`src/verilog/dmbi_pkg.sv`:
```
// package: constants and types shared by the mask/invert link ends
package dmbi_pkg;
    localparam int unsigned LANES = 2;
    localparam int unsigned BYTE_W = 8;
    localparam int unsigned DQ_W = 16;
    localparam int unsigned BEATS = 16;
    localparam int unsigned BEAT_W = 4;
    // operand bit positions in the mode registers
    localparam int unsigned WR_INV_BIT = 7;
    localparam int unsigned RD_INV_BIT = 6;
    localparam int unsigned WMASK_BIT = 5;
    // ones thresholds
    localparam logic [3:0] RD_INV_ONES = 4'h4;
    localparam logic [3:0] MW_MASK_ONES = 4'h5;
    localparam logic [7:0] MODE_RST = 8'h00;
    localparam logic [BEAT_W-1:0] BEAT_LAST = 4'hf;
    typedef enum logic [2:0] {
        DMBI_CMD_NONE = 3'b000,
        DMBI_CMD_WR = 3'b001,
        DMBI_CMD_MWR = 3'b010,
        DMBI_CMD_RD = 3'b011,
        DMBI_CMD_FWR = 3'b100,
        DMBI_CMD_FRD = 3'b101,
        DMBI_CMD_RDT = 3'b110,
        DMBI_CMD_MRR = 3'b111
    } dmbi_cmd_e;
endpackage : dmbi_pkg
```
`src/verilog/dmbi_if.sv`:
```
// interface: the data byte lanes with their mask/invert pins
`timescale 1ns/1ps
interface dmbi_if;
    import dmbi_pkg::*;
    logic [2:0] cmd;
    logic cmd_vld;
    logic beat_vld;
    logic [DQ_W-1:0] dq_h;
    logic [LANES-1:0] mi_h;
    logic [LANES-1:0] mi_h_oe_n;
    logic [DQ_W-1:0] dq_d;
    logic [LANES-1:0] mi_d;
    logic [LANES-1:0] mi_d_oe_n;
    logic [LANES-1:0] mi_d_rx_en;
    modport device (input cmd, input cmd_vld, input beat_vld, input dq_h, input mi_h,
        input mi_h_oe_n, output dq_d, output mi_d, output mi_d_oe_n, output mi_d_rx_en);
    modport host (output cmd, output cmd_vld, output beat_vld, output dq_h, output mi_h,
        output mi_h_oe_n, input dq_d, input mi_d, input mi_d_oe_n);
endinterface : dmbi_if

```
`src/verilog/dmbi_device.sv`:
```
// device end: write masking and bus inversion on each byte lane
`timescale 1ns/1ps
module dmbi_device (
    input wire logic i_core_clk,
    input wire logic i_sys_rst,
    input wire logic [7:0] i_io_config_mode_reg,
    input wire logic [7:0] i_misc_control_mode_reg,
    input wire logic [dmbi_pkg::DQ_W-1:0] i_rd_data,
    input wire logic [dmbi_pkg::LANES-1:0] i_rd_train_pat,
    output logic [dmbi_pkg::DQ_W-1:0] o_wr_data,
    output logic [dmbi_pkg::LANES-1:0] o_wr_keep,
    output logic o_wr_vld,
    output logic o_illegal_cmd,
    dmbi_if.device lnk
);
    import dmbi_pkg::*;

    logic [7:0] io_cfg_q;
    logic [7:0] misc_q;
    dmbi_cmd_e cmd_q;
    logic [BEAT_W-1:0] beat_q;
    logic [LANES-1:0] fifo_q [BEATS];
    logic [DQ_W-1:0] dq_d_q;
    logic [LANES-1:0] mi_d_q;
    logic [DQ_W-1:0] wr_data_q;
    logic [LANES-1:0] wr_keep_q;
    logic wr_vld_q;
    logic illegal_q;
    logic wr_inv, rd_inv, wmask, any_fn;

    // count ones in a field; used by both read inversion and mask decode
    function automatic logic [3:0] ones(input logic [7:0] v, input int unsigned lo);
        logic [3:0] n;
        n = 4'h0;
        for (int unsigned k = 0; k < 8; k++) begin
            if (k >= lo) begin
                n = n + {3'h0, v[k]};
            end
        end
        return n;
    endfunction : ones

    assign wr_inv = io_cfg_q[WR_INV_BIT];
    assign rd_inv = io_cfg_q[RD_INV_BIT];
    assign wmask = misc_q[WMASK_BIT];
    assign any_fn = wr_inv | rd_inv | wmask;

    // mode bits are retimed once so a change never splits a beat
    always_ff @(posedge i_core_clk) begin
        if (i_sys_rst) begin
            io_cfg_q <= MODE_RST;
            misc_q <= MODE_RST;
        end else begin
            io_cfg_q <= i_io_config_mode_reg;
            misc_q <= i_misc_control_mode_reg;
        end
    end

    // command latch and beat counter
    always_ff @(posedge i_core_clk) begin
        if (i_sys_rst) begin
            cmd_q <= DMBI_CMD_NONE;
            beat_q <= '0;
        end else if (lnk.cmd_vld) begin
            cmd_q <= dmbi_cmd_e'(lnk.cmd);
            beat_q <= '0;
        end else if (lnk.beat_vld) begin
            beat_q <= beat_q + 4'h1;
        end
    end

    always_ff @(posedge i_core_clk) begin
        if (i_sys_rst) begin
            illegal_q <= 1'b0;
        end else begin
            illegal_q <= lnk.cmd_vld && dmbi_cmd_e'(lnk.cmd) == DMBI_CMD_MWR && !wmask;
        end
    end

    // receiver enable: pin used only on writes with a function
    always_comb begin
        case (cmd_q)
            DMBI_CMD_WR: lnk.mi_d_rx_en = {LANES{wr_inv}};
            DMBI_CMD_MWR: lnk.mi_d_rx_en = {LANES{wmask}};
            DMBI_CMD_FWR: lnk.mi_d_rx_en = {LANES{any_fn}};
            default: lnk.mi_d_rx_en = '0;
        endcase
    end

    // one pin per lane, sampled together with its byte
    generate
        for (genvar l = 0; l < LANES; l++) begin : g_wr
            logic [7:0] b;
            logic m;
            logic inv;
            logic msk;
            assign b = lnk.dq_h[l*BYTE_W +: BYTE_W];
            assign m = lnk.mi_h[l] & lnk.mi_d_rx_en[l];
            always_comb begin
                inv = 1'b0;
                msk = 1'b0;
                case (cmd_q)
                    DMBI_CMD_WR: inv = wr_inv & m;
                    DMBI_CMD_MWR: begin
                        if (!wr_inv) begin
                            msk = m;
                        end else begin
                            msk = !m && ones(b, 2) >= MW_MASK_ONES;
                            inv = m;
                        end
                    end
                    default: inv = 1'b0;
                endcase
            end
            always_ff @(posedge i_core_clk) begin
                if (i_sys_rst) begin
                    wr_data_q[l*BYTE_W +: BYTE_W] <= '0;
                    wr_keep_q[l] <= 1'b0;
                end else if (lnk.beat_vld) begin
                    wr_data_q[l*BYTE_W +: BYTE_W] <= inv ? ~b : b;
                    wr_keep_q[l] <= !msk;
                end
            end
        end
    endgenerate

    // write beat output; fifo training data never reaches the array
    always_ff @(posedge i_core_clk) begin
        if (i_sys_rst) begin
            wr_vld_q <= 1'b0;
        end else begin
            wr_vld_q <= lnk.beat_vld && (cmd_q == DMBI_CMD_WR ||
                (cmd_q == DMBI_CMD_MWR && wmask));
        end
    end

    // training fifo captures the pin, data untouched
    always_ff @(posedge i_core_clk) begin
        if (i_sys_rst) begin
            for (int i = 0; i < BEATS; i++) begin
                fifo_q[i] <= '0;
            end
        end else if (lnk.beat_vld && cmd_q == DMBI_CMD_FWR && any_fn) begin
            fifo_q[beat_q] <= lnk.mi_h;
        end
    end

    // read side: data and pin registered per beat
    generate
        for (genvar l = 0; l < LANES; l++) begin : g_rd
            logic [7:0] r;
            assign r = i_rd_data[l*BYTE_W +: BYTE_W];
            always_ff @(posedge i_core_clk) begin
                if (i_sys_rst) begin
                    dq_d_q[l*BYTE_W +: BYTE_W] <= '0;
                    mi_d_q[l] <= 1'b0;
                end else if (lnk.beat_vld) begin
                    dq_d_q[l*BYTE_W +: BYTE_W] <= r;
                    mi_d_q[l] <= 1'b0;
                    case (cmd_q)
                        DMBI_CMD_RD: begin
                            if (rd_inv && ones(r, 0) > RD_INV_ONES) begin
                                dq_d_q[l*BYTE_W +: BYTE_W] <= ~r;
                                mi_d_q[l] <= 1'b1;
                            end
                        end
                        DMBI_CMD_FRD: mi_d_q[l] <= fifo_q[beat_q][l];
                        DMBI_CMD_RDT: mi_d_q[l] <= i_rd_train_pat[l];
                        default: mi_d_q[l] <= 1'b0;
                    endcase
                end
            end
        end
    endgenerate

    // driver enable per command (low enables)
    always_comb begin
        case (cmd_q)
            DMBI_CMD_RD: lnk.mi_d_oe_n = {LANES{!rd_inv}};
            DMBI_CMD_MRR: lnk.mi_d_oe_n = {LANES{!rd_inv}};
            DMBI_CMD_FRD: lnk.mi_d_oe_n = {LANES{!any_fn}};
            DMBI_CMD_RDT: lnk.mi_d_oe_n = {LANES{!any_fn}};
            default: lnk.mi_d_oe_n = '1;
        endcase
    end

    assign lnk.dq_d = dq_d_q;
    assign lnk.mi_d = mi_d_q;
    assign o_wr_data = wr_data_q;
    assign o_wr_keep = wr_keep_q;
    assign o_wr_vld = wr_vld_q;
    assign o_illegal_cmd = illegal_q;
endmodule : dmbi_device

```
`src/flat_wrapper.sv`:
```
// flat-port wrapper written by rule: the top's interface ports become plain ports
module dmbi_device_flat import dmbi_pkg::*;
  (i_core_clk, i_sys_rst, i_io_config_mode_reg, i_misc_control_mode_reg, i_rd_data, i_rd_train_pat, o_wr_data, o_wr_keep, o_wr_vld, o_illegal_cmd, lnk_cmd, lnk_cmd_vld, lnk_beat_vld, lnk_dq_h, lnk_mi_h, lnk_mi_h_oe_n, lnk_dq_d, lnk_mi_d, lnk_mi_d_oe_n, lnk_mi_d_rx_en);
  dmbi_if lnk_i ();
  input wire logic i_core_clk;
  input wire logic i_sys_rst;
  input wire logic [7:0] i_io_config_mode_reg;
  input wire logic [7:0] i_misc_control_mode_reg;
  input wire logic [dmbi_pkg::DQ_W-1:0] i_rd_data;
  input wire logic [dmbi_pkg::LANES-1:0] i_rd_train_pat;
  output logic [dmbi_pkg::DQ_W-1:0] o_wr_data;
  output logic [dmbi_pkg::LANES-1:0] o_wr_keep;
  output logic o_wr_vld;
  output logic o_illegal_cmd;
  input wire logic [$bits(lnk_i.cmd)-1:0] lnk_cmd;
  input wire logic [$bits(lnk_i.cmd_vld)-1:0] lnk_cmd_vld;
  input wire logic [$bits(lnk_i.beat_vld)-1:0] lnk_beat_vld;
  input wire logic [$bits(lnk_i.dq_h)-1:0] lnk_dq_h;
  input wire logic [$bits(lnk_i.mi_h)-1:0] lnk_mi_h;
  input wire logic [$bits(lnk_i.mi_h_oe_n)-1:0] lnk_mi_h_oe_n;
  output wire logic [$bits(lnk_i.dq_d)-1:0] lnk_dq_d;
  output wire logic [$bits(lnk_i.mi_d)-1:0] lnk_mi_d;
  output wire logic [$bits(lnk_i.mi_d_oe_n)-1:0] lnk_mi_d_oe_n;
  output wire logic [$bits(lnk_i.mi_d_rx_en)-1:0] lnk_mi_d_rx_en;
  assign lnk_i.cmd = lnk_cmd;
  assign lnk_i.cmd_vld = lnk_cmd_vld;
  assign lnk_i.beat_vld = lnk_beat_vld;
  assign lnk_i.dq_h = lnk_dq_h;
  assign lnk_i.mi_h = lnk_mi_h;
  assign lnk_i.mi_h_oe_n = lnk_mi_h_oe_n;
  assign lnk_dq_d = lnk_i.dq_d;
  assign lnk_mi_d = lnk_i.mi_d;
  assign lnk_mi_d_oe_n = lnk_i.mi_d_oe_n;
  assign lnk_mi_d_rx_en = lnk_i.mi_d_rx_en;
  dmbi_device u_core (.i_core_clk(i_core_clk), .i_sys_rst(i_sys_rst), .i_io_config_mode_reg(i_io_config_mode_reg), .i_misc_control_mode_reg(i_misc_control_mode_reg), .i_rd_data(i_rd_data), .i_rd_train_pat(i_rd_train_pat), .o_wr_data(o_wr_data), .o_wr_keep(o_wr_keep), .o_wr_vld(o_wr_vld), .o_illegal_cmd(o_illegal_cmd), .lnk(lnk_i));
endmodule
```
`config.mk`:
```
export PLATFORM = sky130hd
export DESIGN_NAME = dmbi_device_flat
export DESIGN_NICKNAME = d
export VERILOG_FILES = /design/src/verilog/dmbi_pkg.sv /design/src/verilog/dmbi_if.sv /design/src/verilog/dmbi_device.sv /design/src/flat_wrapper.sv
export SDC_FILE = /design/constraint.sdc
export NUM_CORES = 1
export LEC_CHECK = 0
export ABC_AREA = 1
export ABC_CLOCK_PERIOD_IN_PS = 4400
export BUFFER_PORTS_ARGS = -buffer_cell sky130_fd_sc_hd__buf_4
export CAP_MARGIN = 20
export CORE_AREA = 5 5 155 157
export CTS_BUF_LIST = sky130_fd_sc_hd__clkbuf_16
export DETAILED_ROUTE_END_ITERATION = 12
export DIE_AREA = 0 0 160 162
export PLACE_DENSITY = 0.45
export REMOVE_ABC_BUFFERS = 1
export SLEW_MARGIN = 20
export SYNTH_ARGS = -nofsm -noshare
export SYNTH_HDL_FRONTEND = slang
export SYNTH_SLANG_ARGS = --single-unit
export TNS_END_PERCENT = 5
```
`constraint.sdc`:
```
create_clock -name i_core_clk -period 4.4 [get_ports i_core_clk]
set_clock_uncertainty 0.15 [all_clocks]
set_input_delay 0.22 -clock i_core_clk [delete_from_list [all_inputs] [get_ports i_core_clk]]
set_output_delay 0.22 -clock i_core_clk [all_outputs]
set_load 0.005 [all_outputs]
```
==> metrics <==
dominant combinational cell family by area after synthesis simple AND/OR/NAND/NOR gates; slack of the worst reg-to-reg path 1970 ps; number of buffer cells added on primary ports 87; placed cell count 1087; total congestion overflow 0; final max-slew violation count 0; number of vias after detailed routing 4751; post-synth design cell area 5500 um2; clock tree from TritonCTS built; Fin Hold WS 39.1 ps; pin slew with the least headroom to its limit 788 ps; adder and majority cell fraction of the synthesized area 0.126; placed instance area 6410 um2; Hold WC Path Type in -> reg; cell type with the highest aggregate area in the netlist dfxtp_1; post-synthesis register bit count 84; fraction of layout cells with a size suffix above 1 0.168; kind of capture point of the worst setup path flip-flop; number of warnings printed during yosys synthesis 0; area fraction in and, or, nand and nor cells after synthesis 0.288; detailed-route wire length 14000 um; proportion of register bits with asynchronous set or reset after synthesis 0; peak supply drop 0.185 mV; Die Wd 160 um; wire length of the first global-routing pass 22900 um; Core Footprint 22400 um2; Worst setup SP type primary input; DRC 0; final-report setup violation count 0; Main synth FF type dfxtp_1; worst hold path endpoint u_core.o_wr_data[1]; static power due to leakage 3.26 nW; cell with the biggest individual delay on the critical path fa_1; total area of multi-input combinational cells 3010 um2; Top Family by Delay on Critical Path adder cells; Hold Vio Cnt, Final 0; Design Power 2.27 mW; # fillers 2407; initial antenna violation count 0; Hold Path Depth 4; hpwl dp 10400 um; Root Driver clkbuf_16; Final min period 3400 ps; detail-routed net length per standard cell 12.6 um; number of nets in the layout 934; I/O pins 103; end of the worst register-to-register path u_core.lnk.mi_d[0]; final weighted congestion in routability-driven placement 0.765; depth of the worst register-to-register path 9; ranking of synthesized cells by area dfxtp_1 (19%), edfxtp_1 (17%), ha_1 (10%); Cell variety after synth 37; launch point of the worst path i_rd_data[8]; share of synthesized area spent on multiplexers 0; die span in y 162 um; number of enable flip-flop cells after synthesis 32; compound-cell area share of the yosys netlist 0.0966; count of buffering cells on the critical path with inverters included 3; number of global-route vias before repair 4613; total negative slack for setup checks 0 ps; maximum clock path buffer count 2; commonest cells in the netlist nor2_1 (148), nand2_1 (129), inv_1 (94); max incr delay on CP 630 ps; Sink Count 84; crit-path max FO 17; area occupied by registers 2000 um2; die area 25900 um2; Worst Path Arrival 3490 ps; Post-CTS Repair Setup Buffers 0; most frequent cell after synthesis nor2_1; synthesized-area fraction occupied by xor and xnor cells 0.0350; worst setup path category in -> reg; Period Utilization, post-route 0.773; Vias per Instance 4.28; post-route ant nets 0; total power divided by cell area 333 nW/um2; critical path required time 4490 ps; CTS resizes 0; CTS H-tree lvls 3; antenna cell count 0; number of violations reported at the end of detailed-routing iteration 0 172; highest clock rate 0.294 GHz; clock slew at reported path FFs 60 ps; sequence of cells on the critical path buf_4 > fa_1 > ha_1 > fa_1 > inv_2 > nand2_1 > nand3_1 > nand2_1 > inv_1 > ha_1 > ha_1 > or2_2 > nand2_2 > nand3_4 > nand3_1 > nand2_1 > nor2_1 > nor2_1; overall routing resource usage 0.109; proportion of netlist area held by the largest area contributor 0.189; relative max-transition margin 0.474; Pre-Repair DR Iteration Count 4; post-synthesis cell count 739; Avg Synthesized Cell Area 7.45 um2; total CTS buffers 9; launch instance of the worst min-delay path lnk_dq_h[1]; register area share after synthesis 0.364; area overhead of the layout relative to synthesis 23.6%; result of the run finished clean; total of max-cap violations 0; clk_lat worst skew 340 ps; setup repair after global routing missed its margin no; final non-filler cell area 6800 um2; initial standard-cell utilization of the core 0.246; maximum number of pins on one net before global-route repair 38; floorplan row count 55; number of non-filler instances in the completed layout 1111
-- area by class of cell --
| cell class | instances | share of cell area |
|---|---|---|
| clock buffers | 9 | 0.0331 |
| clock inverters | 7 | 0.0121 |
| inverters | 99 | 0.0546 |
| multi-input cells | 529 | 0.442 |
| flip-flops and latches | 84 | 0.294 |
| well taps | 285 | 0.0524 |
| repair buffers | 98 | 0.111 |
-- per-layer routing --
metal  vias to the layer above  global-route usage  wire length [um]
li1                       2530                   -                 -
met1                      2115               0.135              6570
met2                        84               0.183              6510
met3                        22              0.0264               660
met4                         0              0.0434               296
met5                         -                   0                 0
-- state kept, by name, summed over array words and instances (netlist names), named ones only --
| signal | cells |
|---|---|
| u_core.o_wr_vld | 1 |
| u_core.lnk.mi_d | 2 |
| u_core.misc_q | 1 |
| u_core.beat_q | 4 |
| u_core.o_wr_keep | 2 |
| u_core.io_cfg_q | 2 |
| u_core.lnk.dq_d | 16 |
| u_core.fifo_q | 32 |
| u_core.o_wr_data | 16 |
| u_core.cmd_q | 3 |
| u_core.o_illegal_cmd | 1 |
-- cells by family after synthesis --
group | after synthesis
adder cells (fa/ha/maj) | 52
AND/OR/NAND/NOR | 358
buffers and inverters | 126
XOR/XNOR | 22
flip-flops | 84
AO/OA/AOI/OAI | 97
-- metrics by stage --
step | util | worst slack (ps)
after global placement | 0.287 | 644
after floorplan | - | 1000
after detailed placement | 0.287 | 613
after global routing | 0.304 | 768
final | 0.304 | 998
after CTS | 0.304 | 980
-- power breakdown --
group	total [mW]	leakage, nW	switching (mW)	internal [mW]
Combinational	0.588	2.34	0.355	0.234
Sequential	0.866	0.762	0.0239	0.842
Clock	0.812	0.158	0.321	0.491
-- how the worst max path moves through the flow --
stage,to,slack [ps],depth (start not counted)
3_5_place_dp,u_core.lnk.dq_d[15],610,18
2_1_floorplan,u_core.lnk.dq_d[11],1000,17
3_3_place_gp,u_core.lnk.dq_d[10],640,18
4_1_cts,u_core.lnk.dq_d[8],980,18
5_1_grt,u_core.lnk.dq_d[12],770,18
6_report,u_core.lnk.dq_d[8],1000,18
-- placed cells by master, fill, tap and decap left out, drive strengths merged, types with 23 or more instances in the layout --
cell type  synthesis  final
a21oi             23     23
buf                8     90
dfxtp             52     52
edfxtp            32     32
ha                46     46
inv               99    100
nand2            136    136
nand3             54     54
nor2             149    149
o21ai             60     60
-- what timing repair did --
action | 4_1_cts | 5_1_grt
endpoints found under the setup margin | 0 | 0
endpoints found under the hold margin | 7 | 0
hold buffers | 8 | 0
-- tightest hold or removal path, cell delays in order --
cell	delay (ps)
buf_4	80
xnor2_1	100
o21ai_0	70
inv_1	40
No activity file was read; power rests on OpenSTA's default activity.
